**src/rtl/tw_pkg.sv**
```systemverilog
// constants and types shared by the timer2 / timebase / wave-out block
package tw_pkg;
    localparam logic [7:0] ADDR_INT_FLAGS  = 8'h95;
    localparam logic [7:0] ADDR_PIN_MODE   = 8'hA6;
    localparam logic [7:0] ADDR_T2_CTRL    = 8'hC8;
    localparam logic [7:0] ADDR_RELOAD_LO  = 8'hCA;
    localparam logic [7:0] ADDR_RELOAD_HI  = 8'hCB;
    localparam logic [7:0] ADDR_COUNT_LO   = 8'hCC;
    localparam logic [7:0] ADDR_COUNT_HI   = 8'hCD;
    localparam logic [7:0] ADDR_AUXILIARY_CONTROL_THREE       = 8'hEF;
    localparam logic [7:0] ADDR_AUXILIARY_CONTROL_ONE       = 8'hF8;
    localparam int         TB_FLAG_BIT     = 0;
    localparam logic [7:0] TB_FLAG_CLR_CMD = 8'hFE;
    localparam int         T2_WAVE_EN_BIT  = 4;
    localparam int         T0_WAVE_EN_BIT  = 0;
    localparam int         TB_RATE_LSB     = 3;
    localparam int         TB_CLEAR_BIT    = 6;
    localparam int         T2_INPUT_SEL_BIT = 2;
    localparam int         TB_BASE_PERIOD  = 32768;
    localparam int         SLOW_DIV        = 16;
    localparam int         T0_WAVE_DIV     = 64;
    localparam logic [7:0] REG_RESET       = 8'h00;
    localparam logic [15:0] T2_COUNT_MAX   = 16'hFFFF;

    typedef struct packed {
        logic ovf_flag;
        logic ext_flag;
        logic uart_receive_clock_select;
        logic uart_transmit_clock_select;
        logic trig_en;
        logic run;
        logic counter_sel;
        logic capture_sel;
    } tw_t2ctl_s;

    typedef struct packed {
        logic count_pin;
        logic trig_pin;
        logic slow_clk;
    } tw_pins_s;
endpackage

```
**src/rtl/tw_timer_block.sv**
```systemverilog
// timer2 with reload/capture, slow-clock timebase and buzzer wave outputs
`timescale 1ns/1ps
// Overview of operation
// RULE_01: timer2 count and reload value are four software read/write bytes
// RULE_02: counter input select bit picks count pin (0) or slow clock / 16 (1)
// RULE_03: run bit set: count every 2 clocks, or on input falling edge; else hold
// RULE_04: overflow sets flag unless baud clock use; reload mode reloads count
// RULE_05: trigger falling edge sets external flag, reloads or captures per mode
// RULE_06: timebase runs freely and raises its flag periodically
// RULE_07: timebase counts only the slow clock
// RULE_08: rate field code 000 gives 32768 slow cycles, halving to 256 at 111
// RULE_09: timebase flag sets when count reaches the selected number of cycles
// RULE_10: timebase flag clears when the cpu enters its service routine
// RULE_11: writing FEh to the interrupt flag register clears the timebase flag
// RULE_12: timebase clear bit resets the count and self-clears one cycle later
// RULE_13: timer0 wave output is timer0 overflows divided by 64
// RULE_14: timer2 wave output toggles on each timer2 overflow
// RULE_15: wave frequency follows overflow rate, hence the reload value
// RULE_16: timer2 wave drives its pin only while its enable bit is 1
// RULE_17: timer0 wave drives its pin only while its enable bit is 1
module tw_timer_block #(
    parameter int TB_BASE_PERIOD = tw_pkg::TB_BASE_PERIOD
) (
    input  wire logic       CORE_CLK,
    input  wire logic       RST_N,
    input  wire logic [7:0] SFR_ADDR,
    input  wire logic       SFR_WR,
    input  wire logic [7:0] SFR_WDATA,
    output logic      [7:0] SFR_RDATA,
    input  wire logic       T2_COUNT_PIN_IN,
    input  wire logic       T2_TRIG_PIN_IN,
    input  wire logic       SLOW_CLK_IN,
    input  wire logic       T0_OVF_PULSE,
    input  wire logic       TB_ISR_ENTER,
    output logic            T2_OVF_PULSE,
    output logic            T2_OVF_FLAG,
    output logic            T2_EXT_FLAG,
    output logic            TB_INT_FLAG,
    output logic            UART_RX_CLK_SEL,
    output logic            UART_TX_CLK_SEL,
    output logic            T2_WAVE_OUT,
    output logic            T2_WAVE_OE_N,
    output logic            T0_WAVE_OUT,
    output logic            T0_WAVE_OE_N
);
    localparam int TBW = $clog2(TB_BASE_PERIOD);
    localparam int SDW = $clog2(tw_pkg::SLOW_DIV);
    localparam int T0W = $clog2(tw_pkg::T0_WAVE_DIV);

    logic [1:0]        rst_sync_reg;
    logic              rst_n_int;
    tw_pkg::tw_pins_s  s1_reg, s2_reg, s3_reg;
    tw_pkg::tw_t2ctl_s ctl_reg, ctl_next;
    logic [15:0]       cnt_reg, cnt_next;
    logic [15:0]       rld_reg, rld_next;
    logic              pre_reg, pre_next;
    logic              ovf_reg, ovf_next;
    logic [SDW-1:0]    sdiv_reg, sdiv_next;
    logic [TBW-1:0]    tb_cnt_reg, tb_cnt_next;
    logic              tb_flag_reg, tb_flag_next;
    logic              tb_clr_reg, tb_clr_next;
    logic [2:0]        rate_reg, rate_next;
    logic              src_sel_reg, src_sel_next;
    logic              t2_wen_reg, t2_wen_next;
    logic              t0_wen_reg, t0_wen_next;
    logic              t2_wave_reg, t2_wave_next;
    logic [T0W-1:0]    t0_div_reg, t0_div_next;
    logic              t2_out_reg, t2_out_next, t0_out_reg, t0_out_next;
    logic              t2_oe_n_reg, t2_oe_n_next, t0_oe_n_reg, t0_oe_n_next;
    logic [7:0]        rdata_next;
    logic              wr_ctl, wr_clo, wr_chi, wr_rlo, wr_rhi;
    logic              wr_int, wr_pin, wr_auxiliary_control_three, wr_auxiliary_control_one, wr_cnt;
    logic              slow_tick, slow16_fall, pin_fall, trig_fall;
    logic              baud, inc, trig;
    logic [TBW-1:0]    tb_last;

    // reset release
    always_ff @(posedge CORE_CLK or negedge RST_N) begin
        if (!RST_N) begin
            rst_sync_reg <= 2'h0;
        end else begin
            rst_sync_reg <= {rst_sync_reg[0], 1'b1};
        end
    end
    assign rst_n_int = rst_sync_reg[1];

    // pin synchronisers, third stage for edges
    always_ff @(posedge CORE_CLK or negedge rst_n_int) begin
        if (!rst_n_int) begin
            s1_reg <= '0;
            s2_reg <= '0;
            s3_reg <= '0;
        end else begin
            s1_reg <= {T2_COUNT_PIN_IN, T2_TRIG_PIN_IN, SLOW_CLK_IN};
            s2_reg <= s1_reg;
            s3_reg <= s2_reg;
        end
    end

    assign slow_tick   = s2_reg.slow_clk & ~s3_reg.slow_clk;
    assign slow16_fall = slow_tick && (sdiv_reg == SDW'(tw_pkg::SLOW_DIV - 1)); // RULE_02
    assign pin_fall    = s3_reg.count_pin & ~s2_reg.count_pin;
    assign trig_fall   = s3_reg.trig_pin & ~s2_reg.trig_pin;

    assign wr_ctl  = SFR_WR && (SFR_ADDR == tw_pkg::ADDR_T2_CTRL);
    assign wr_clo  = SFR_WR && (SFR_ADDR == tw_pkg::ADDR_COUNT_LO);
    assign wr_chi  = SFR_WR && (SFR_ADDR == tw_pkg::ADDR_COUNT_HI);
    assign wr_rlo  = SFR_WR && (SFR_ADDR == tw_pkg::ADDR_RELOAD_LO);
    assign wr_rhi  = SFR_WR && (SFR_ADDR == tw_pkg::ADDR_RELOAD_HI);
    assign wr_int  = SFR_WR && (SFR_ADDR == tw_pkg::ADDR_INT_FLAGS);
    assign wr_pin  = SFR_WR && (SFR_ADDR == tw_pkg::ADDR_PIN_MODE);
    assign wr_auxiliary_control_three = SFR_WR && (SFR_ADDR == tw_pkg::ADDR_AUXILIARY_CONTROL_THREE);
    assign wr_auxiliary_control_one = SFR_WR && (SFR_ADDR == tw_pkg::ADDR_AUXILIARY_CONTROL_ONE);
    assign wr_cnt  = wr_clo | wr_chi;

    assign baud = ctl_reg.uart_receive_clock_select | ctl_reg.uart_transmit_clock_select;
    assign trig = ctl_reg.trig_en & trig_fall; // RULE_05
    assign inc  = ctl_reg.run &
                  (ctl_reg.counter_sel ? (src_sel_reg ? slow16_fall : pin_fall) // RULE_02
                                       : pre_reg); // RULE_03

    // timer2 next state
    always_comb begin
        ctl_next = ctl_reg;
        cnt_next = cnt_reg;
        rld_next = rld_reg;
        ovf_next = 1'b0;
        pre_next = ctl_reg.run & ~ctl_reg.counter_sel & ~pre_reg; // RULE_03
        if (wr_ctl) begin
            ctl_next = tw_pkg::tw_t2ctl_s'(SFR_WDATA); // RULE_01
        end
        if (wr_clo) begin
            cnt_next[7:0] = SFR_WDATA; // RULE_01
        end
        if (wr_chi) begin
            cnt_next[15:8] = SFR_WDATA; // RULE_01
        end
        if (wr_rlo) begin
            rld_next[7:0] = SFR_WDATA; // RULE_01
        end
        if (wr_rhi) begin
            rld_next[15:8] = SFR_WDATA; // RULE_01
        end
        if (inc && !wr_cnt) begin
            if (cnt_reg == tw_pkg::T2_COUNT_MAX) begin
                ovf_next = 1'b1;
                cnt_next = (!ctl_reg.capture_sel || baud) ? rld_reg : 16'h0000; // RULE_04
            end else begin
                cnt_next = cnt_reg + 16'h0001; // RULE_03
            end
        end
        if (trig) begin
            ctl_next.ext_flag = 1'b1; // RULE_05
            if (ctl_reg.capture_sel) begin
                rld_next = cnt_reg; // RULE_05
            end else if (!wr_cnt) begin
                cnt_next = rld_reg; // RULE_05
            end
        end
        if (ovf_next && !baud) begin
            ctl_next.ovf_flag = 1'b1; // RULE_04
        end
    end

    always_ff @(posedge CORE_CLK or negedge rst_n_int) begin
        if (!rst_n_int) begin
            ctl_reg <= tw_pkg::tw_t2ctl_s'(tw_pkg::REG_RESET);
            cnt_reg <= 16'h0000;
            rld_reg <= 16'h0000;
            ovf_reg <= 1'b0;
            pre_reg <= 1'b0;
        end else begin
            ctl_reg <= ctl_next;
            cnt_reg <= cnt_next;
            rld_reg <= rld_next;
            ovf_reg <= ovf_next;
            pre_reg <= pre_next;
        end
    end

    // timebase and configuration next state
    // short periods floor at one slow cycle instead of wrapping
    assign tb_last = ((TB_BASE_PERIOD >> rate_reg) > 1) ?
                     TBW'((TB_BASE_PERIOD >> rate_reg) - 1) : '0; // RULE_08

    always_comb begin
        rate_next    = rate_reg;
        src_sel_next = src_sel_reg;
        t2_wen_next  = t2_wen_reg;
        t0_wen_next  = t0_wen_reg;
        tb_clr_next  = wr_auxiliary_control_one & SFR_WDATA[tw_pkg::TB_CLEAR_BIT]; // RULE_12
        tb_cnt_next  = tb_cnt_reg;
        tb_flag_next = tb_flag_reg;
        sdiv_next    = slow_tick ? sdiv_reg + SDW'(1) : sdiv_reg;
        if (wr_auxiliary_control_three) begin
            rate_next = SFR_WDATA[tw_pkg::TB_RATE_LSB +: 3]; // RULE_08
        end
        if (wr_auxiliary_control_one) begin
            src_sel_next = SFR_WDATA[tw_pkg::T2_INPUT_SEL_BIT]; // RULE_02
        end
        if (wr_pin) begin
            t2_wen_next = SFR_WDATA[tw_pkg::T2_WAVE_EN_BIT]; // RULE_16
            t0_wen_next = SFR_WDATA[tw_pkg::T0_WAVE_EN_BIT]; // RULE_17
        end
        if (TB_ISR_ENTER || (wr_int && SFR_WDATA == tw_pkg::TB_FLAG_CLR_CMD)) begin
            tb_flag_next = 1'b0; // RULE_10 RULE_11
        end
        if (tb_clr_reg) begin
            tb_cnt_next = '0; // RULE_12
        end else if (slow_tick) begin // RULE_07
            if (tb_cnt_reg >= tb_last) begin
                tb_cnt_next  = '0; // RULE_06
                tb_flag_next = 1'b1; // RULE_09
            end else begin
                tb_cnt_next = tb_cnt_reg + TBW'(1);
            end
        end
    end

    always_ff @(posedge CORE_CLK or negedge rst_n_int) begin
        if (!rst_n_int) begin
            rate_reg    <= 3'h0;
            src_sel_reg <= 1'b0;
            t2_wen_reg  <= 1'b0;
            t0_wen_reg  <= 1'b0;
            tb_clr_reg  <= 1'b0;
            tb_cnt_reg  <= '0;
            tb_flag_reg <= 1'b0;
            sdiv_reg    <= '0;
        end else begin
            rate_reg    <= rate_next;
            src_sel_reg <= src_sel_next;
            t2_wen_reg  <= t2_wen_next;
            t0_wen_reg  <= t0_wen_next;
            tb_clr_reg  <= tb_clr_next;
            tb_cnt_reg  <= tb_cnt_next;
            tb_flag_reg <= tb_flag_next;
            sdiv_reg    <= sdiv_next;
        end
    end

    // wave dividers and read mux
    always_comb begin
        t2_wave_next = ovf_reg ? ~t2_wave_reg : t2_wave_reg; // RULE_14 RULE_15
        t0_div_next  = T0_OVF_PULSE ? t0_div_reg + T0W'(1) : t0_div_reg; // RULE_13
        t2_out_next  = t2_wen_reg & t2_wave_reg; // RULE_16
        t0_out_next  = t0_wen_reg & t0_div_reg[T0W-1]; // RULE_17
        t2_oe_n_next = ~t2_wen_next; // RULE_16
        t0_oe_n_next = ~t0_wen_next; // RULE_17
        case (SFR_ADDR)
            tw_pkg::ADDR_INT_FLAGS: rdata_next = {7'h00, tb_flag_reg};
            tw_pkg::ADDR_PIN_MODE:  rdata_next = {3'h0, t2_wen_reg, 3'h0, t0_wen_reg};
            tw_pkg::ADDR_T2_CTRL:   rdata_next = ctl_reg;
            tw_pkg::ADDR_RELOAD_LO: rdata_next = rld_reg[7:0];
            tw_pkg::ADDR_RELOAD_HI: rdata_next = rld_reg[15:8];
            tw_pkg::ADDR_COUNT_LO:  rdata_next = cnt_reg[7:0];
            tw_pkg::ADDR_COUNT_HI:  rdata_next = cnt_reg[15:8];
            tw_pkg::ADDR_AUXILIARY_CONTROL_THREE:      rdata_next = {2'h0, rate_reg, 3'h0};
            tw_pkg::ADDR_AUXILIARY_CONTROL_ONE:      rdata_next = {1'b0, tb_clr_reg, 3'h0, src_sel_reg, 2'h0};
            default:                rdata_next = 8'h00;
        endcase
    end

    always_ff @(posedge CORE_CLK or negedge rst_n_int) begin
        if (!rst_n_int) begin
            t2_wave_reg <= 1'b0;
            t0_div_reg  <= '0;
            t2_out_reg  <= 1'b0;
            t0_out_reg  <= 1'b0;
            t2_oe_n_reg <= 1'b1;
            t0_oe_n_reg <= 1'b1;
            SFR_RDATA   <= 8'h00;
        end else begin
            t2_wave_reg <= t2_wave_next;
            t0_div_reg  <= t0_div_next;
            t2_out_reg  <= t2_out_next;
            t0_out_reg  <= t0_out_next;
            t2_oe_n_reg <= t2_oe_n_next;
            t0_oe_n_reg <= t0_oe_n_next;
            SFR_RDATA   <= rdata_next;
        end
    end

    assign T2_OVF_PULSE    = ovf_reg;
    assign T2_OVF_FLAG     = ctl_reg.ovf_flag;
    assign T2_EXT_FLAG     = ctl_reg.ext_flag;
    assign TB_INT_FLAG     = tb_flag_reg;
    assign UART_RX_CLK_SEL = ctl_reg.uart_receive_clock_select;
    assign UART_TX_CLK_SEL = ctl_reg.uart_transmit_clock_select;
    assign T2_WAVE_OUT     = t2_out_reg;
    assign T2_WAVE_OE_N    = t2_oe_n_reg;
    assign T0_WAVE_OUT     = t0_out_reg;
    assign T0_WAVE_OE_N    = t0_oe_n_reg;

    a_t2_reload_ovf: assert property (@(posedge CORE_CLK) disable iff (!rst_n_int) // RULE_04
        (inc && !wr_cnt && !trig && !ctl_reg.capture_sel && cnt_reg == 16'hFFFF)
        |=> (cnt_reg == $past(rld_reg)) && ovf_reg)
        else $error("timer2 reload on overflow failed");
    a_t2_ovf_flag: assert property (@(posedge CORE_CLK) disable iff (!rst_n_int) // RULE_04
        (ovf_next && !baud) |=> ctl_reg.ovf_flag)
        else $error("timer2 overflow flag not set");
    a_t2_ext_capture: assert property (@(posedge CORE_CLK) disable iff (!rst_n_int) // RULE_05
        (trig && ctl_reg.capture_sel) |=> (rld_reg == $past(cnt_reg)) && ctl_reg.ext_flag)
        else $error("timer2 capture failed");
    a_t2_hold_stop: assert property (@(posedge CORE_CLK) disable iff (!rst_n_int) // RULE_03
        (!ctl_reg.run && !wr_cnt && !trig) |=> $stable(cnt_reg))
        else $error("timer2 moved while stopped");
    a_t2_half_rate: assert property (@(posedge CORE_CLK) disable iff (!rst_n_int) // RULE_03
        (ctl_reg.run && !ctl_reg.counter_sel && !wr_cnt && !trig && !wr_ctl
         && cnt_reg < 16'hFFF0) ##1 (!wr_cnt && !trig && !wr_ctl)
        |=> cnt_reg == $past(cnt_reg, 2) + 16'h0001)
        else $error("timer2 not counting every two clocks");
    a_tb_period_flag: assert property (@(posedge CORE_CLK) disable iff (!rst_n_int) // RULE_09
        (slow_tick && !tb_clr_reg && tb_cnt_reg >= tb_last) |=> tb_flag_reg && tb_cnt_reg == '0)
        else $error("timebase flag not set at period end");
    a_tb_clear_bit: assert property (@(posedge CORE_CLK) disable iff (!rst_n_int) // RULE_12
        (wr_auxiliary_control_one && SFR_WDATA[tw_pkg::TB_CLEAR_BIT]) ##1 !wr_auxiliary_control_one
        |=> !tb_clr_reg && tb_cnt_reg == '0)
        else $error("timebase clear bit misbehaved");
    a_tb_sw_clear: assert property (@(posedge CORE_CLK) disable iff (!rst_n_int) // RULE_11
        (wr_int && SFR_WDATA == tw_pkg::TB_FLAG_CLR_CMD && !slow_tick) |=> !tb_flag_reg)
        else $error("timebase flag not cleared by write");
    a_tb_isr_clear: assert property (@(posedge CORE_CLK) disable iff (!rst_n_int) // RULE_10
        (TB_ISR_ENTER && !slow_tick) |=> !tb_flag_reg)
        else $error("timebase flag not cleared on service entry");
    a_t2_wave_toggle: assert property (@(posedge CORE_CLK) disable iff (!rst_n_int) // RULE_14
        ovf_reg |=> t2_wave_reg != $past(t2_wave_reg))
        else $error("timer2 wave did not toggle");
endmodule

```
**config.mk**
```make
export PLATFORM = sky130hd
export DESIGN_NAME = tw_timer_block
export DESIGN_NICKNAME = d
export VERILOG_FILES = /design/src/rtl/tw_pkg.sv /design/src/rtl/tw_timer_block.sv
export SDC_FILE = /design/constraint.sdc
export NUM_CORES = 1
export LEC_CHECK = 0
export ABC_CLOCK_PERIOD_IN_PS = 8600
export BUFFER_PORTS_ARGS = -buffer_cell sky130_fd_sc_hd__buf_2
export CAP_MARGIN = 20
export CORE_MARGIN = 1
export CORE_UTILIZATION = 45
export CTS_CLUSTER_DIAMETER = 60
export DETAILED_ROUTE_END_ITERATION = 8
export GPL_TIMING_DRIVEN = 0
export PLACE_DENSITY = 0.74
export SLEW_MARGIN = 15
export SYNTH_ARGS = -nofsm -noshare
export SYNTH_HDL_FRONTEND = slang
export SYNTH_SLANG_ARGS = --single-unit
```
**constraint.sdc**
```tcl
create_clock -name CORE_CLK -period 8.6 [get_ports CORE_CLK]
set_clock_uncertainty 0.05 [all_clocks]
set_input_delay 0.86 -clock CORE_CLK [delete_from_list [all_inputs] [get_ports CORE_CLK]]
set_output_delay 0.86 -clock CORE_CLK [all_outputs]
set_load 0.01 [all_outputs]
```
# == Word-level counts from Yosys, hierarchy flattened ==
# Index checks and enable logic that the tools add are counted.
# op_classes
n_addsub,5
n_mul,0
n_div,0
n_lt_le_gt_ge,2
n_eq_ne,12
shift,1
muxes,30
bitwise,20
n_reduce_logical,21
# op_table
cell,count
$mux W16,8
$eq A8 B8 Y1 const B,10
$pmux W8 S9,1
$mux W15,4
$mux W8,5
$gt A32 B2 Y1 const B,1
$shr A16 B3 Y32 const A,1
$add A16 B1 Y16 const B,1
$eq A16 B16 Y1 const B,1
$add A15 B1 Y15 const B,1
$ge A15 B15 Y1,1
$sub A15 B2 Y15 const B,1
$logic_and A1 B1 Y1,13
$mux W1,12
$and A1 B1 Y1,10
$not A1 Y1,8
$add A6 B1 Y6 const B,1
$reduce_bool A2 Y1,3
$add A4 B1 Y4 const B,1
$eq A4 B4 Y1 const B,1
$logic_not A1 Y1,3
$logic_or A1 B1 Y1,2
$or A1 B1 Y1,2
# word_totals
register_bits,99
latch_bits,0
mem_bits_rw,0
mem_bits_ro,0
input_bits,24
elab_cells,128
mem_count,0

# == Longest topological paths before layout ==
# Gate-level depths: netlist of run 1.
# logic_depth
depth_word,11
depth_mapped,14

# == Worst setup path after synthesis of run 1 ==
# OpenSTA, ideal clock, no wires.
# synth_timing
path_type,flip-flop to flip-flop
startpoint,register rate_reg[2]
endpoint,register tb_cnt_reg[13]
setup_ns,0.082
arrival_ns,2.669
slack_ns,5.799
path_stages_with_launch,14
path_buffers,2
period_less_slack_ns,2.801
cell_sequence,dfrtp_1 -> clkbuf_1 -> nand3_1 -> ha_1 -> xnor2_1 -> nand2_1 -> ha_1 -> a211oi_1 -> o21ai_0 -> a41oi_1 -> o2bb2ai_1 -> buf_2 -> a41oi_1 -> a31oi_1
# synth_via
elab_chain_len,7
elab_cells_between_ends,8
classes_between,add/sub: 1; order compare: 2; shift: 1; mux: 4
# synth_rtl
item,line,source
start: declaration,tw_timer_block.sv:62,"logic [2:0] rate_reg, rate_next;"
start signal: assignment,tw_timer_block.sv:231,rate_reg <= rate_next;
$shr A16 B3 Y32 *,tw_timer_block.sv:184,TBW'((TB_BASE_PERIOD >> rate_reg) - 1) : '0;
$gt A32 B2 Y1 or $sub A15 B2 Y15 (tied branches),"tw_timer_block.sv:183, tw_timer_block.sv:184",
$mux W15 *,tw_timer_block.sv:183,assign tb_last = ((TB_BASE_PERIOD >> rate_reg) > 1) ?
$ge A15 B15 Y1 *,tw_timer_block.sv:211,if (tb_cnt_reg >= tb_last) begin
$mux W15 *,tw_timer_block.sv:211,
$mux W15 *,tw_timer_block.sv:210,end else if (slow_tick) begin
$mux W15 *,tw_timer_block.sv:208,if (tb_clr_reg) begin
end signal: assignment,tw_timer_block.sv:236,tb_cnt_reg <= tb_cnt_next;
end: declaration,tw_timer_block.sv:59,"logic [TBW-1:0] tb_cnt_reg, tb_cnt_next;"
# Mark *: on every way between the ends. The rest lies on a longest branch, timed or not. The select of a mux whose other input is x is not followed.
# A chain may end at the register's enable or synchronous reset.

# == Final worst setup path of run 1 ==
# layout_timing
startpoint,register rate_reg[2]
endpoint,register tb_cnt_reg[6]
# The elaborated chain is that of the path after synthesis.

==> impl_results.md, run 1 <==
- Status: finished clean
- Ant diodes: 0
- First-pass GRT wire length: 24.1 mm
- Reg2reg start: rate_reg[2]
- Fin cells: 752
- FF-to-FF path depth: 14
- Crit. End Element: flip-flop
- Worst Path Required: 8.84 ns
- RR Endpoint: tb_cnt_reg[6]
- Most frequent cells in the layout: dfrtp_1 (96), nand2_1 (54), buf_2 (50), nor2_1 (37), a21oi_1 (33)
- Clock Sinks: 99
- Power Dens Cells: 206 nW/µm²
- Effective utilization at floorplan: about 47%
- Clk_lat worst skew: 0.36 ns
- Rows: 39
- Post-synthesis compound-gate area fraction: roughly 16%
- Initial DRC count: 502
- Peak supply drop: 0.186 mV
- Synth Flop Type: dfrtp_1
- Simple-gate portion of the synthesized area: 21.1%
- CP startpoint kind: flip-flop
- Hold-fix buffers, CTS: 0
- Post-synthesis mux area share: 7.73%
- RSZ-0062 raised after global routing: false
- Synth top area share: 44.2%
- Synth top area cells: dfrtp_1 (44%), mux2i_1 (5.5%), ha_1 (4.6%)
- Critical Path AT: 3.76 ns
- IO Count: 42
- Setup bufs post-CTS: 0
- Vias in the first global route: between 4000 and 5000
- Total CTS buffers: 9
- Initial antenna violation count: 0
- Final setup fails: 0
- CP Class: reg2reg
- WL/cell: 19.8 µm
- Post-cts resize count: 0
- Storage cell area: 2480 µm²
- CP max FO: 10
- Drt first pass iters: 5
- R2R setup slack: 5.07 ns
- Layout cells sized above 1: between 15 and 20%
- Max Freq: 0.284 GHz
- Placed Area: 5890 µm²
- DIE HEIGHT: about 110 µm
- Setup_tns: 0 ns
- Largest net degree at the start of global routing: 55
- Min Tclk post-route: 3.53 ns
- Syn. warnings: 0
- Worst slew pin tran: 0.735 ns
- Pins over their slew limit: 0
- Crit share post-route: 41.0%
- Post-Synth XOR/XNOR Area: 2.39%
- NumNets Final: 648
- Placer Congestion: 0.954
- Syn avg cell area: 9.96 µm²
- Fill cells: 1043
- Max cap viols: 0
- Place WS: around 5.1 ns
- Area leader, netlist: dfrtp_1
- Root Driver: clkbuf_16
- Hold WC Path Type: in2async
- CTS tree: built
- Full die area: 12600 µm²
- Commonest non-fill, non-tap cell in the layout: dfrtp_1
- Hold Fails Final Rpt: 0
- Sequential cell area fraction in the yosys report: 45.2%
- Tot GR Track Use: 25.1%
- DIE WIDTH: 112 µm
- Syn_nets: 595
- Port buffer count: 40
- Placed Cells: 735
- Antenna Violating Nets Remaining: 0
- Synthesized-area fraction occupied by adder cells: 4.56%
- Longest Clk Path Bufs: 2
- Post-synth cell types: 69
- H-tree Lvls: 3
- DR vias: 4698
- Core Footprint: 11700 µm²
- Avg Vias per Cell: 6.25
- GRT overflow: 0
- Final worst slack: between 5 and 6 ns
- HPWL after DPL: about 11 mm
- FF+latch count, synth: 99
- Gate Count Post-Synth: about 550
- Drt total wl: ~15 mm
- Max-slew headroom: 50.7%
- Residual DRC: 0
- Multi-input logic area: 2840 µm²
- Hold_ws: 0.211 ns
- Asr flop ratio synth: 100%
- Synthesized area: 5490 µm²
- Leak: 0.00294 µW
- Largest family of logic cells by synthesized area: simple AND/OR/NAND/NOR gates
- Post-route cell area: approximately 6200 µm²
- Post-synth EDFFs: 0
- CTS clock-pin slew for the worst setup and hold paths: 0.08 ns
- Area growth syn-to-layout: 13.3%
worst max-delay path, cell delays in order, from the launching register on:
cell       delay (ns)
dfrtp_1          0.33
clkbuf_1         0.30
nand3_1          0.16
ha_1             0.27
nor2b_1          0.17
a21oi_1          0.13
nor2_1           0.06
a21oi_1          0.18
ha_1             0.28
a21oi_1          0.17
a21oi_1          0.10
o2bb2ai_1        0.56
buf_2            0.35
a41oi_1          0.17
a31oi_1          0.17
layout make-up:
class	count	share of cell area [%]
Clock buffer	9	3.62
Multi-Input combinational cell	420	45.7
Timing Repair Buffer	42	3.62
Sequential cell	99	39.9
Tap cell	143	2.88
Inverter	7	0.422
Clock inverter	7	1.59
Buffer	25	2.23
cells by family after synthesis:
family,Yosys count
compound gates,130
xor+xnor,15
fa+ha+maj,20
buf+inv,32
flops,99
mux,41
other cells,1
simple gates,213
stage by stage:
stage	util [%]	power, µW
after floorplan	-	782
after global placement	50.3	851
after detailed placement	50.5	865
after CTS	53.3	1290
after global routing	53.3	1350
final	53.3	1280
synthesized netlist by cell type, types with 4 or more instances:
master / n
a221o_1: 4
nor3_1: 7
nor2_1: 37
xnor2_1: 10
o21ai_1: 6
nor3_2: 6
nor2b_1: 5
ha_1: 20
nand3b_1: 7
xor2_1: 5
nand2b_1: 12
buf_2: 10
a22oi_1: 16
nand2_1: 54
buf_6: 4
dfrtp_1: 97
a21o_1: 6
mux2_2: 11
and3_1: 11
clkbuf_1: 8
o21ai_0: 19
nand3_1: 30
a22o_1: 7
mux2i_1: 30
a31oi_1: 13
a21oi_1: 33
nand4_1: 15
inv_1: 7
power breakdown:
part           internal, µW  switching (µW)
Sequential              539            91.8
Clock                   210             208
Combinational           105             125
Total                   855             425
how the worst max path moves through the flow:
stage / cells past startpoint / from / slack, ns / endpoint
5_1_grt: 12 / rate_reg[2] / 4.70 / tb_cnt_reg[6]
2_1_floorplan: 0 / rst_sync_reg[1] / 5.59 / SFR_RDATA[0]
3_5_place_dp: 14 / rate_reg[2] / 5.11 / tb_cnt_reg[6]
4_1_cts: 14 / rate_reg[2] / 5.07 / tb_cnt_reg[6]
3_3_place_gp: 0 / rst_sync_reg[1] / 4.50 / SFR_RDATA[4]
6_report: 14 / rate_reg[2] / 5.07 / tb_cnt_reg[6]
metal layers:
layer | vias to the layer above | track usage (%) | routed length, µm | part of all wire (%)
met2 | 238 | 38.0 | 6890 | 46
met3 | 39 | 5.83 | 1320 | 8.8
met4 | 0 | 12.7 | 533 | 3.6
li1 | 2152 | - | - | -
met5 | - | 0 | 0 | 0
met1 | 2269 | 34.0 | 6140 | 41
Power figures use the tool's default switching activity.
==> inputs of run 2 (changes only) <==
--- a/config.mk
+++ b/config.mk
@@ -5,7 +5,7 @@
 export SDC_FILE = /design/constraint.sdc
 export NUM_CORES = 1
 export LEC_CHECK = 0
-export ABC_CLOCK_PERIOD_IN_PS = 8600
+export ABC_CLOCK_PERIOD_IN_PS = 3140
 export BUFFER_PORTS_ARGS = -buffer_cell sky130_fd_sc_hd__buf_2
 export CAP_MARGIN = 20
 export CORE_MARGIN = 1
@@ -13,7 +13,7 @@
 export CTS_CLUSTER_DIAMETER = 60
 export DETAILED_ROUTE_END_ITERATION = 8
 export GPL_TIMING_DRIVEN = 0
-export PLACE_DENSITY = 0.74
+export PLACE_DENSITY = 0.76
 export SLEW_MARGIN = 15
 export SYNTH_ARGS = -nofsm -noshare
 export SYNTH_HDL_FRONTEND = slang
==> constraint.sdc (replaced) <==
create_clock -name CORE_CLK -period 3.14 [get_ports CORE_CLK]
set_clock_uncertainty 0.05 [all_clocks]
set_input_delay 0.314 -clock CORE_CLK [delete_from_list [all_inputs] [get_ports CORE_CLK]]
set_output_delay 0.314 -clock CORE_CLK [all_outputs]
set_load 0.01 [all_outputs]
==> run 2 against run 1 <==
The flow now finishes with violations (DRC). First-iteration DRC count shrank 12%. Clock power rose to 2.6 times the previous value. Global-route usage up 0.66 points. Critical endpoint unchanged. Sequential power grew to 2.8 times the previous value. Critical path depth decreased by 2. Sequential share of layout area decreased by 0.44 points.
==> impl_results.md, run 2 (same netlist as run 1, synthesis figures left out) <==
- Clock Sinks: 99
- WL/cell: just over 20 µm
- Drt first pass iters: 9
- Sw frac: roughly a third
- Vias in the first global route: 4673
- Slowest CP cell: dfrtp_1
- Critical Path AT: 3.08 ns
- Root Driver: clkbuf_16
- Power Dens Cells: 555 nW/µm²
- Crit share post-route: 90.8%
- R2R setup slack: 0.29 ns
- Worst slew pin tran: 0.676 ns
- GR Util met3: 6.26%
- CTS clock-pin slew for the worst setup and hold paths: 0.07 ns
- Switch Pwr: 1140 µW
- Hold Fails Final Rpt: 0
- Peak supply drop: 0.458 mV
- DR vias: around 4800
- Min Tclk post-route: 2.85 ns
- DIE HEIGHT: around 110 µm
- NumNets Final: about 650
- Part of the power in combinational logic: 18.9%
- Max cap viols: 0
- Max-slew headroom: between 50 and 60%
- Pins over their slew limit: 0
- RR Endpoint: tb_cnt_reg[6]
- Utilization after layout: 54.0%
- Seq pwr share: 49.8%
- Hold WC Path Type: in2reg
- Initial DRC count: 442
- CP startpoint kind: flip-flop
- Place WS: -0.294 ns
- Clock power frac: 31.3%
- Internal: roughly 2400 µW
- HPWL after DPL: 11.1 mm
- Ant diodes: 0
- H-tree Lvls: 3
- GRT met2 Usage: 39.3%
- Post-route cell area: 6290 µm²
- Clk_lat worst skew: 0.36 ns
- Total CTS buffers: 9
- Placed Area: 5900 µm²
- Full die area: 12600 µm²
- RSZ-0062 raised after global routing: false
- CP Class: reg2reg
- Setup_tns: 0 ns
- Effective utilization at floorplan: 47.1%
- Worst Path Required: 3.37 ns
- Drt total wl: between 15 and 20 mm
- Avg Vias per Cell: ~6.4
- Commonest non-fill, non-tap cell in the layout: dfrtp_1
- WP buf/inv: 1
- Reg2reg start: rate_reg[0]
- Core Footprint: 11700 µm²
- IO Count: 42
- Final worst slack: 0.288 ns
- CTS tree: built
- Cell family with most CP delay: compound AO/OA/AOI/OAI gates
- Crit path largest cell delay: 0.44 ns
- Largest net degree at the start of global routing: 57
- Placer Congestion: roughly 0.95
- Gr busiest metal: met2
- CP max FO: 10
- Status: complete, but fails checks
- FF-to-FF path depth: 12
- DIE WIDTH: 112 µm
- Most frequent cells in the layout: dfrtp_1 (94), nand2_1 (54), buf_2 (48), nor2_1 (37), a21oi_1 (33)
- CP Depth: 12
- Antenna Violating Nets Remaining: 0
- First-pass GRT wire length: roughly 25 mm
- Max Freq: 0.351 GHz
- Worst setup endpoint: tb_cnt_reg[6]
- Area growth syn-to-layout: 14.7%
- Residual DRC: 1
- Setup crit start: rate_reg[0]
- Leak: 0.00297 µW
- Crit. End Element: flip-flop
- GRT overflow: 0
- Initial antenna violation count: 0
- Rows: 39
- Tot GR Track Use: between 20% and 30%
- Final setup fails: 0
- Crit-path cells: nand3b_1, ha_1, xnor2_1, nand2_1, ha_1, a211oi_2, o21ai_1, a41oi_2, o2bb2ai_4, buf_4, a41oi_1, a31oi_1
- Failing checks: DRC
- Most frequent cell on the critical path: ha_1
- Port buffer count: 40
- Layout cells sized above 1: between 10% and 20%
- Met1 Use GR: 35.0%
- Longest Clk Path Bufs: 2
==> run 2: changes by cell type in the layout (fill, tap and decap cells not counted), sizes merged <==
cell         change
buf              +2
clkinv           -3
dlygate4sd3      +3
inv              +2
==> run 2: worst reg2reg max path: stages, from the launching register on <==
cell and delay (ns):
dfrtp_1 0.44, nand3b_1 0.18, ha_1 0.27, xnor2_1 0.19, nand2_1 0.08, ha_1 0.31
a211oi_2 0.24, o21ai_1 0.15, a41oi_2 0.23, o2bb2ai_4 0.15, buf_4 0.20, a41oi_1 0.13
a31oi_1 0.15
==> run 2: timing repair <==
item | CTS | global route
setup buffers | 0 | 2
pin swaps | 0 | 1
endpoints found under the hold margin | 4 | 0
resized for setup | 7 | 6
hold buffers | 3 | 0
cloned | 0 | 0
setup endpoints to repair | 15 | 13
==> run 2: layout make-up <==
class / count / area, µm²
buffer: 24 / 140
clock buffer: 10 / 239
clock inverter: 6 / 56.3
fill: 1049 / 5370
inverter: 7 / 26.3
multi-input combinational: 420 / 2890
sequential: 99 / 2490
tap: 143 / 179
timing repair buffer: 47 / 278
==> run 2: metal layers <==
layer | up-vias | share of wire (%)
met1 | 2377 | 43
met3 | 44 | 8.8
met4 | 0 | 3.3
li1 | 2154 | -
met2 | 250 | 45
met5 | - | 0
==> run 2: through the flow <==
| step | std cells | total power, µW | hold WS (ns) |
|---|---|---|---|
| after floorplan | 551 | 2140 | -0.0316 |
| after global placement | 734 | 2330 | 0.0486 |
| after detailed placement | 735 | 2390 | 0.0513 |
| after CTS | 753 | 3510 | 0.00954 |
| after global routing | 756 | 3680 | 0.00371 |
| final | 756 | 3490 | 0.0185 |
==> run 2: power by group through the flow <==
stage / registers (µW) / clock network, µW / logic (µW)
global placement: 1750 / 0 / 584
floorplan: 1680 / 0 / 464
global route: 1770 / 1170 / 741
detailed placement: 1750 / 0 / 639
CTS: 1730 / 1130 / 652
finish: 1740 / 1090 / 660
==> run 2: worst min-delay path by stage <==
stage / start / endpoint / slack (ns) / cells after the start
after floorplan: RST_N / rst_sync_reg[0] / -0.03 / 0
after global placement: RST_N / rst_sync_reg[1] / 0.05 / 1
after detailed placement: RST_N / rst_sync_reg[0] / 0.05 / 1
after CTS: T2_TRIG_PIN_IN / s1_reg[1] / 0.01 / 1
after global routing: T2_TRIG_PIN_IN / s1_reg[1] / 0.004 / 1
final: T2_TRIG_PIN_IN / s1_reg[1] / 0.02 / 1
==> inputs of run 3 (changes only) <==
--- a/config.mk
+++ b/config.mk
@@ -5,6 +5,7 @@
 export SDC_FILE = /design/constraint.sdc
 export NUM_CORES = 1
 export LEC_CHECK = 0
+export ABC_AREA = 1
 export ABC_CLOCK_PERIOD_IN_PS = 3140
 export BUFFER_PORTS_ARGS = -buffer_cell sky130_fd_sc_hd__buf_2
 export CAP_MARGIN = 20
==> run 3 against run 2 <==
The run now ends clean. Sequential cell count unchanged. Fmax down 0.50%. Core utilization down 1.5 points. First-iteration DRC count up 53%. Setup slack worse by 0.014 ns. Count of clock-buffer cells in the layout up 1. Combinational power up 40%. Critical path depth up 4. Power up 9.6%. Synthesized cell count up 49%. Clock power about the same. Critical endpoint is now tb_cnt_reg[9].
==> impl_results.md, run 3 <==
- Status: finished clean
- CP startpoint kind: flip-flop
- Area growth syn-to-layout: 12.6%
- Total CTS buffers: 9
- Placed Area: about 6400 µm²
- Crit. End Element: flip-flop
- Fin cells: 1052
- Worst slew pin tran: around 0.75 ns
- GRT overflow: 0
- Vias in the first global route: 5146
- Hold Crit Start: T2_TRIG_PIN_IN
- Final setup fails: 0
- Max Freq: 0.349 GHz
- Critical Path AT: 3.09 ns
- Tot GR Track Use: a little over a quarter
- DR vias: approximately 5800
- Syn avg cell area: 7.26 µm²
- Post-Synth XOR/XNOR Area: between 2 and 2.5%
- RR Endpoint: tb_cnt_reg[9]
- Gate Count Post-Synth: 821
- Top post-synthesis cells by count: nand2_1 (266), inv_1 (99), dfrtp_1 (97)
- CP max FO: 10
- Synthesized-area fraction occupied by adder cells: 4.20%
- Initial DRC count: a little under 700
- Largest family of logic cells by synthesized area: simple AND/OR/NAND/NOR gates
- Drt total wl: 17.3 mm
- Hold Fails Final Rpt: 0
- Leak: 0.00341 µW
- Max cap viols: 0
- Ant diodes: 0
- Reg2reg start: rate_reg[1]
- CP Class: reg2reg
- WHS Path Cells: 1
- Simple-gate portion of the synthesized area: 31.6%
- Post-synthesis mux area share: less than 1%
- Drt first pass iters: 7
- FF+latch count, synth: 99
- Most common cell in the netlist: nand2_1
- Rows: 41
- RSZ-0062 raised after global routing: false
- HPWL after DPL: about 13 mm
- H-tree Lvls: 3
- Pins over their slew limit: 0
- Synth top area cells: dfrtp_1 (41%), nand2_1 (17%), inv_1 (6.2%)
- Worst Path Required: 3.36 ns
- Hold WC Path Type: in2reg
- Post-route cell area: 6710 µm²
- Crit share post-route: 91.3%
- DIE HEIGHT: 117 µm
- Multi-input logic area: 3020 µm²
- Utilization after layout: 52.5%
- Initial antenna violation count: 0
- R2R setup slack: about 0.27 ns
- Commonest non-fill, non-tap cell in the layout: nand2_1
- Layout cells sized above 1: between 10 and 15%
- Clock Sinks: just under 100
- Effective utilization at floorplan: 46.7%
- Min Tclk post-route: 2.87 ns
- Core Footprint: 12800 µm²
- WL/cell: 16.4 µm
- Syn_nets: a little under 900
- Fill cells: around 1200
- Longest Clk Path Bufs: 2
- Placer Congestion: between 0.9 and 1
- Largest net degree at the start of global routing: 58
- Hold_ws: 0.0109 ns
- Max-slew headroom: 49.8%
- Antenna Violating Nets Remaining: 0
- IO Count: 42
- FF-to-FF path depth: 16
- Post-synthesis compound-gate area fraction: roughly 12%
- Port buffer count: 40
- Full die area: 13700 µm²
- CTS clock-pin slew for the worst setup and hold paths: 0.07 ns
- Peak supply drop: 0.394 mV
- Area leader, netlist: dfrtp_1
- Sequential cell area fraction in the yosys report: 41.6%
- Power Dens Cells: 570 nW/µm²
- Avg Vias per Cell: 5.54
- Placed Cells: 1034
- NumNets Final: 919
- Synthesized area: approximately 6000 µm²
- Asr flop ratio synth: 100%
- Root Driver: clkbuf_16
- First-pass GRT wire length: 27.8 mm
- Clk_lat worst skew: roughly 0.36 ns
- Synth Flop Type: dfrtp_1
- Hold EP: s1_reg[1]
- Syn. warnings: 0
- Most frequent cells in the layout: nand2_1 (266), inv_1 (99), dfrtp_1 (96), o21ai_0 (60), nor2_1 (58)
- Post-synth EDFFs: 0
- DIE WIDTH: between 100 and 150 µm
- CTS tree: built
- Synth top area share: 40.7%
- Storage cell area: 2480 µm²
- Post-synth cell types: approximately 40
- Residual DRC: 0
==> run 3: stage by stage <==
stage	setup TNS (ns)	power, µW	setup slack, ns
after floorplan	0	2450	0.132
after global placement	-100.15	2730	-1.02
after detailed placement	-4.63	2760	-0.425
after CTS	0	3820	0.0333
after global routing	0	4060	0.0188
final	0	3830	0.274
==> run 3: what timing repair did <==
action	in CTS	in global routing
endpoints found under the setup margin	16	15
setup buffers	0	1
pin swaps	0	1
hold endpoints to repair	2	0
resized for setup	2	5
gates cloned	0	0
hold buffers	1	0
==> run 3: final cells by class <==
| class | instances | share of cell area, % |
|---|---|---|
| Sequential cell | 99 | 37.0 |
| Clock buffer | 11 | 3.47 |
| Multi-Input combinational cell | 602 | 45.0 |
| Timing Repair Buffer | 43 | 3.54 |
| Clock inverter | 5 | 0.597 |
| Buffer | 21 | 1.59 |
| Tap cell | 172 | 3.21 |
| Inverter | 99 | 5.54 |
==> run 3: power breakdown <==
part           leakage (µW)  switching (µW)  total, µW  internal (µW)
Clock              0.000128             520       1060            545
Combinational       0.00207             558        921            363
Sequential          0.00122             310       1840           1530
==> run 3: how the worst max path moves through the flow <==
stage	from	endpoint	slack, ns	depth (start not counted)
4_1_cts	rate_reg[0]	tb_cnt_reg[9]	0.03	15
3_3_place_gp	rst_sync_reg[1]	SFR_RDATA[7]	-1.02	0
6_report	rate_reg[1]	tb_cnt_reg[9]	0.27	16
3_5_place_dp	rate_reg[0]	tb_cnt_reg[9]	-0.43	15
2_1_floorplan	rst_sync_reg[1]	SFR_RDATA[0]	0.13	0
5_1_grt	rate_reg[1]	tb_cnt_reg[9]	0.02	16
==> run 3: layer usage <==
layer	vias to the layer above	GRT usage (%)	wire, µm
met5	-	0	0
met4	0	9.62	467
met3	39	4.07	1350
met2	294	40.6	7470
met1	2716	40.5	7980
li1	2783	-	-
==> run 3: kinds of logic (layout without fill, tap and decap cells) <==
| group | after synthesis | in the layout |
|---|---|---|
| and+or+nand+nor | 438 | 438 |
| xor gates and xnor gates | 15 | 15 |
| muxes | 1 | 1 |
| other | 1 | 1 |
| adders and majority gates | 20 | 20 |
| AOI/OAI and AO/OA | 127 | 127 |
| buffers and inverters | 120 | 179 |
| DFF | 99 | 99 |
==> run 3: critical path, cell delays in order (launching register included) <==
cell	delay [ns]
dfrtp_1	0.43
inv_1	0.15
nor2_1	0.06
nand2_1	0.07
ha_2	0.23
inv_1	0.10
nor3_4	0.23
buf_4	0.19
ha_1	0.24
a21oi_1	0.16
o21ai_0	0.10
nand2_1	0.06
nand2_1	0.05
nand2_1	0.07
nand3_2	0.17
buf_2	0.24
o21ai_0	0.17
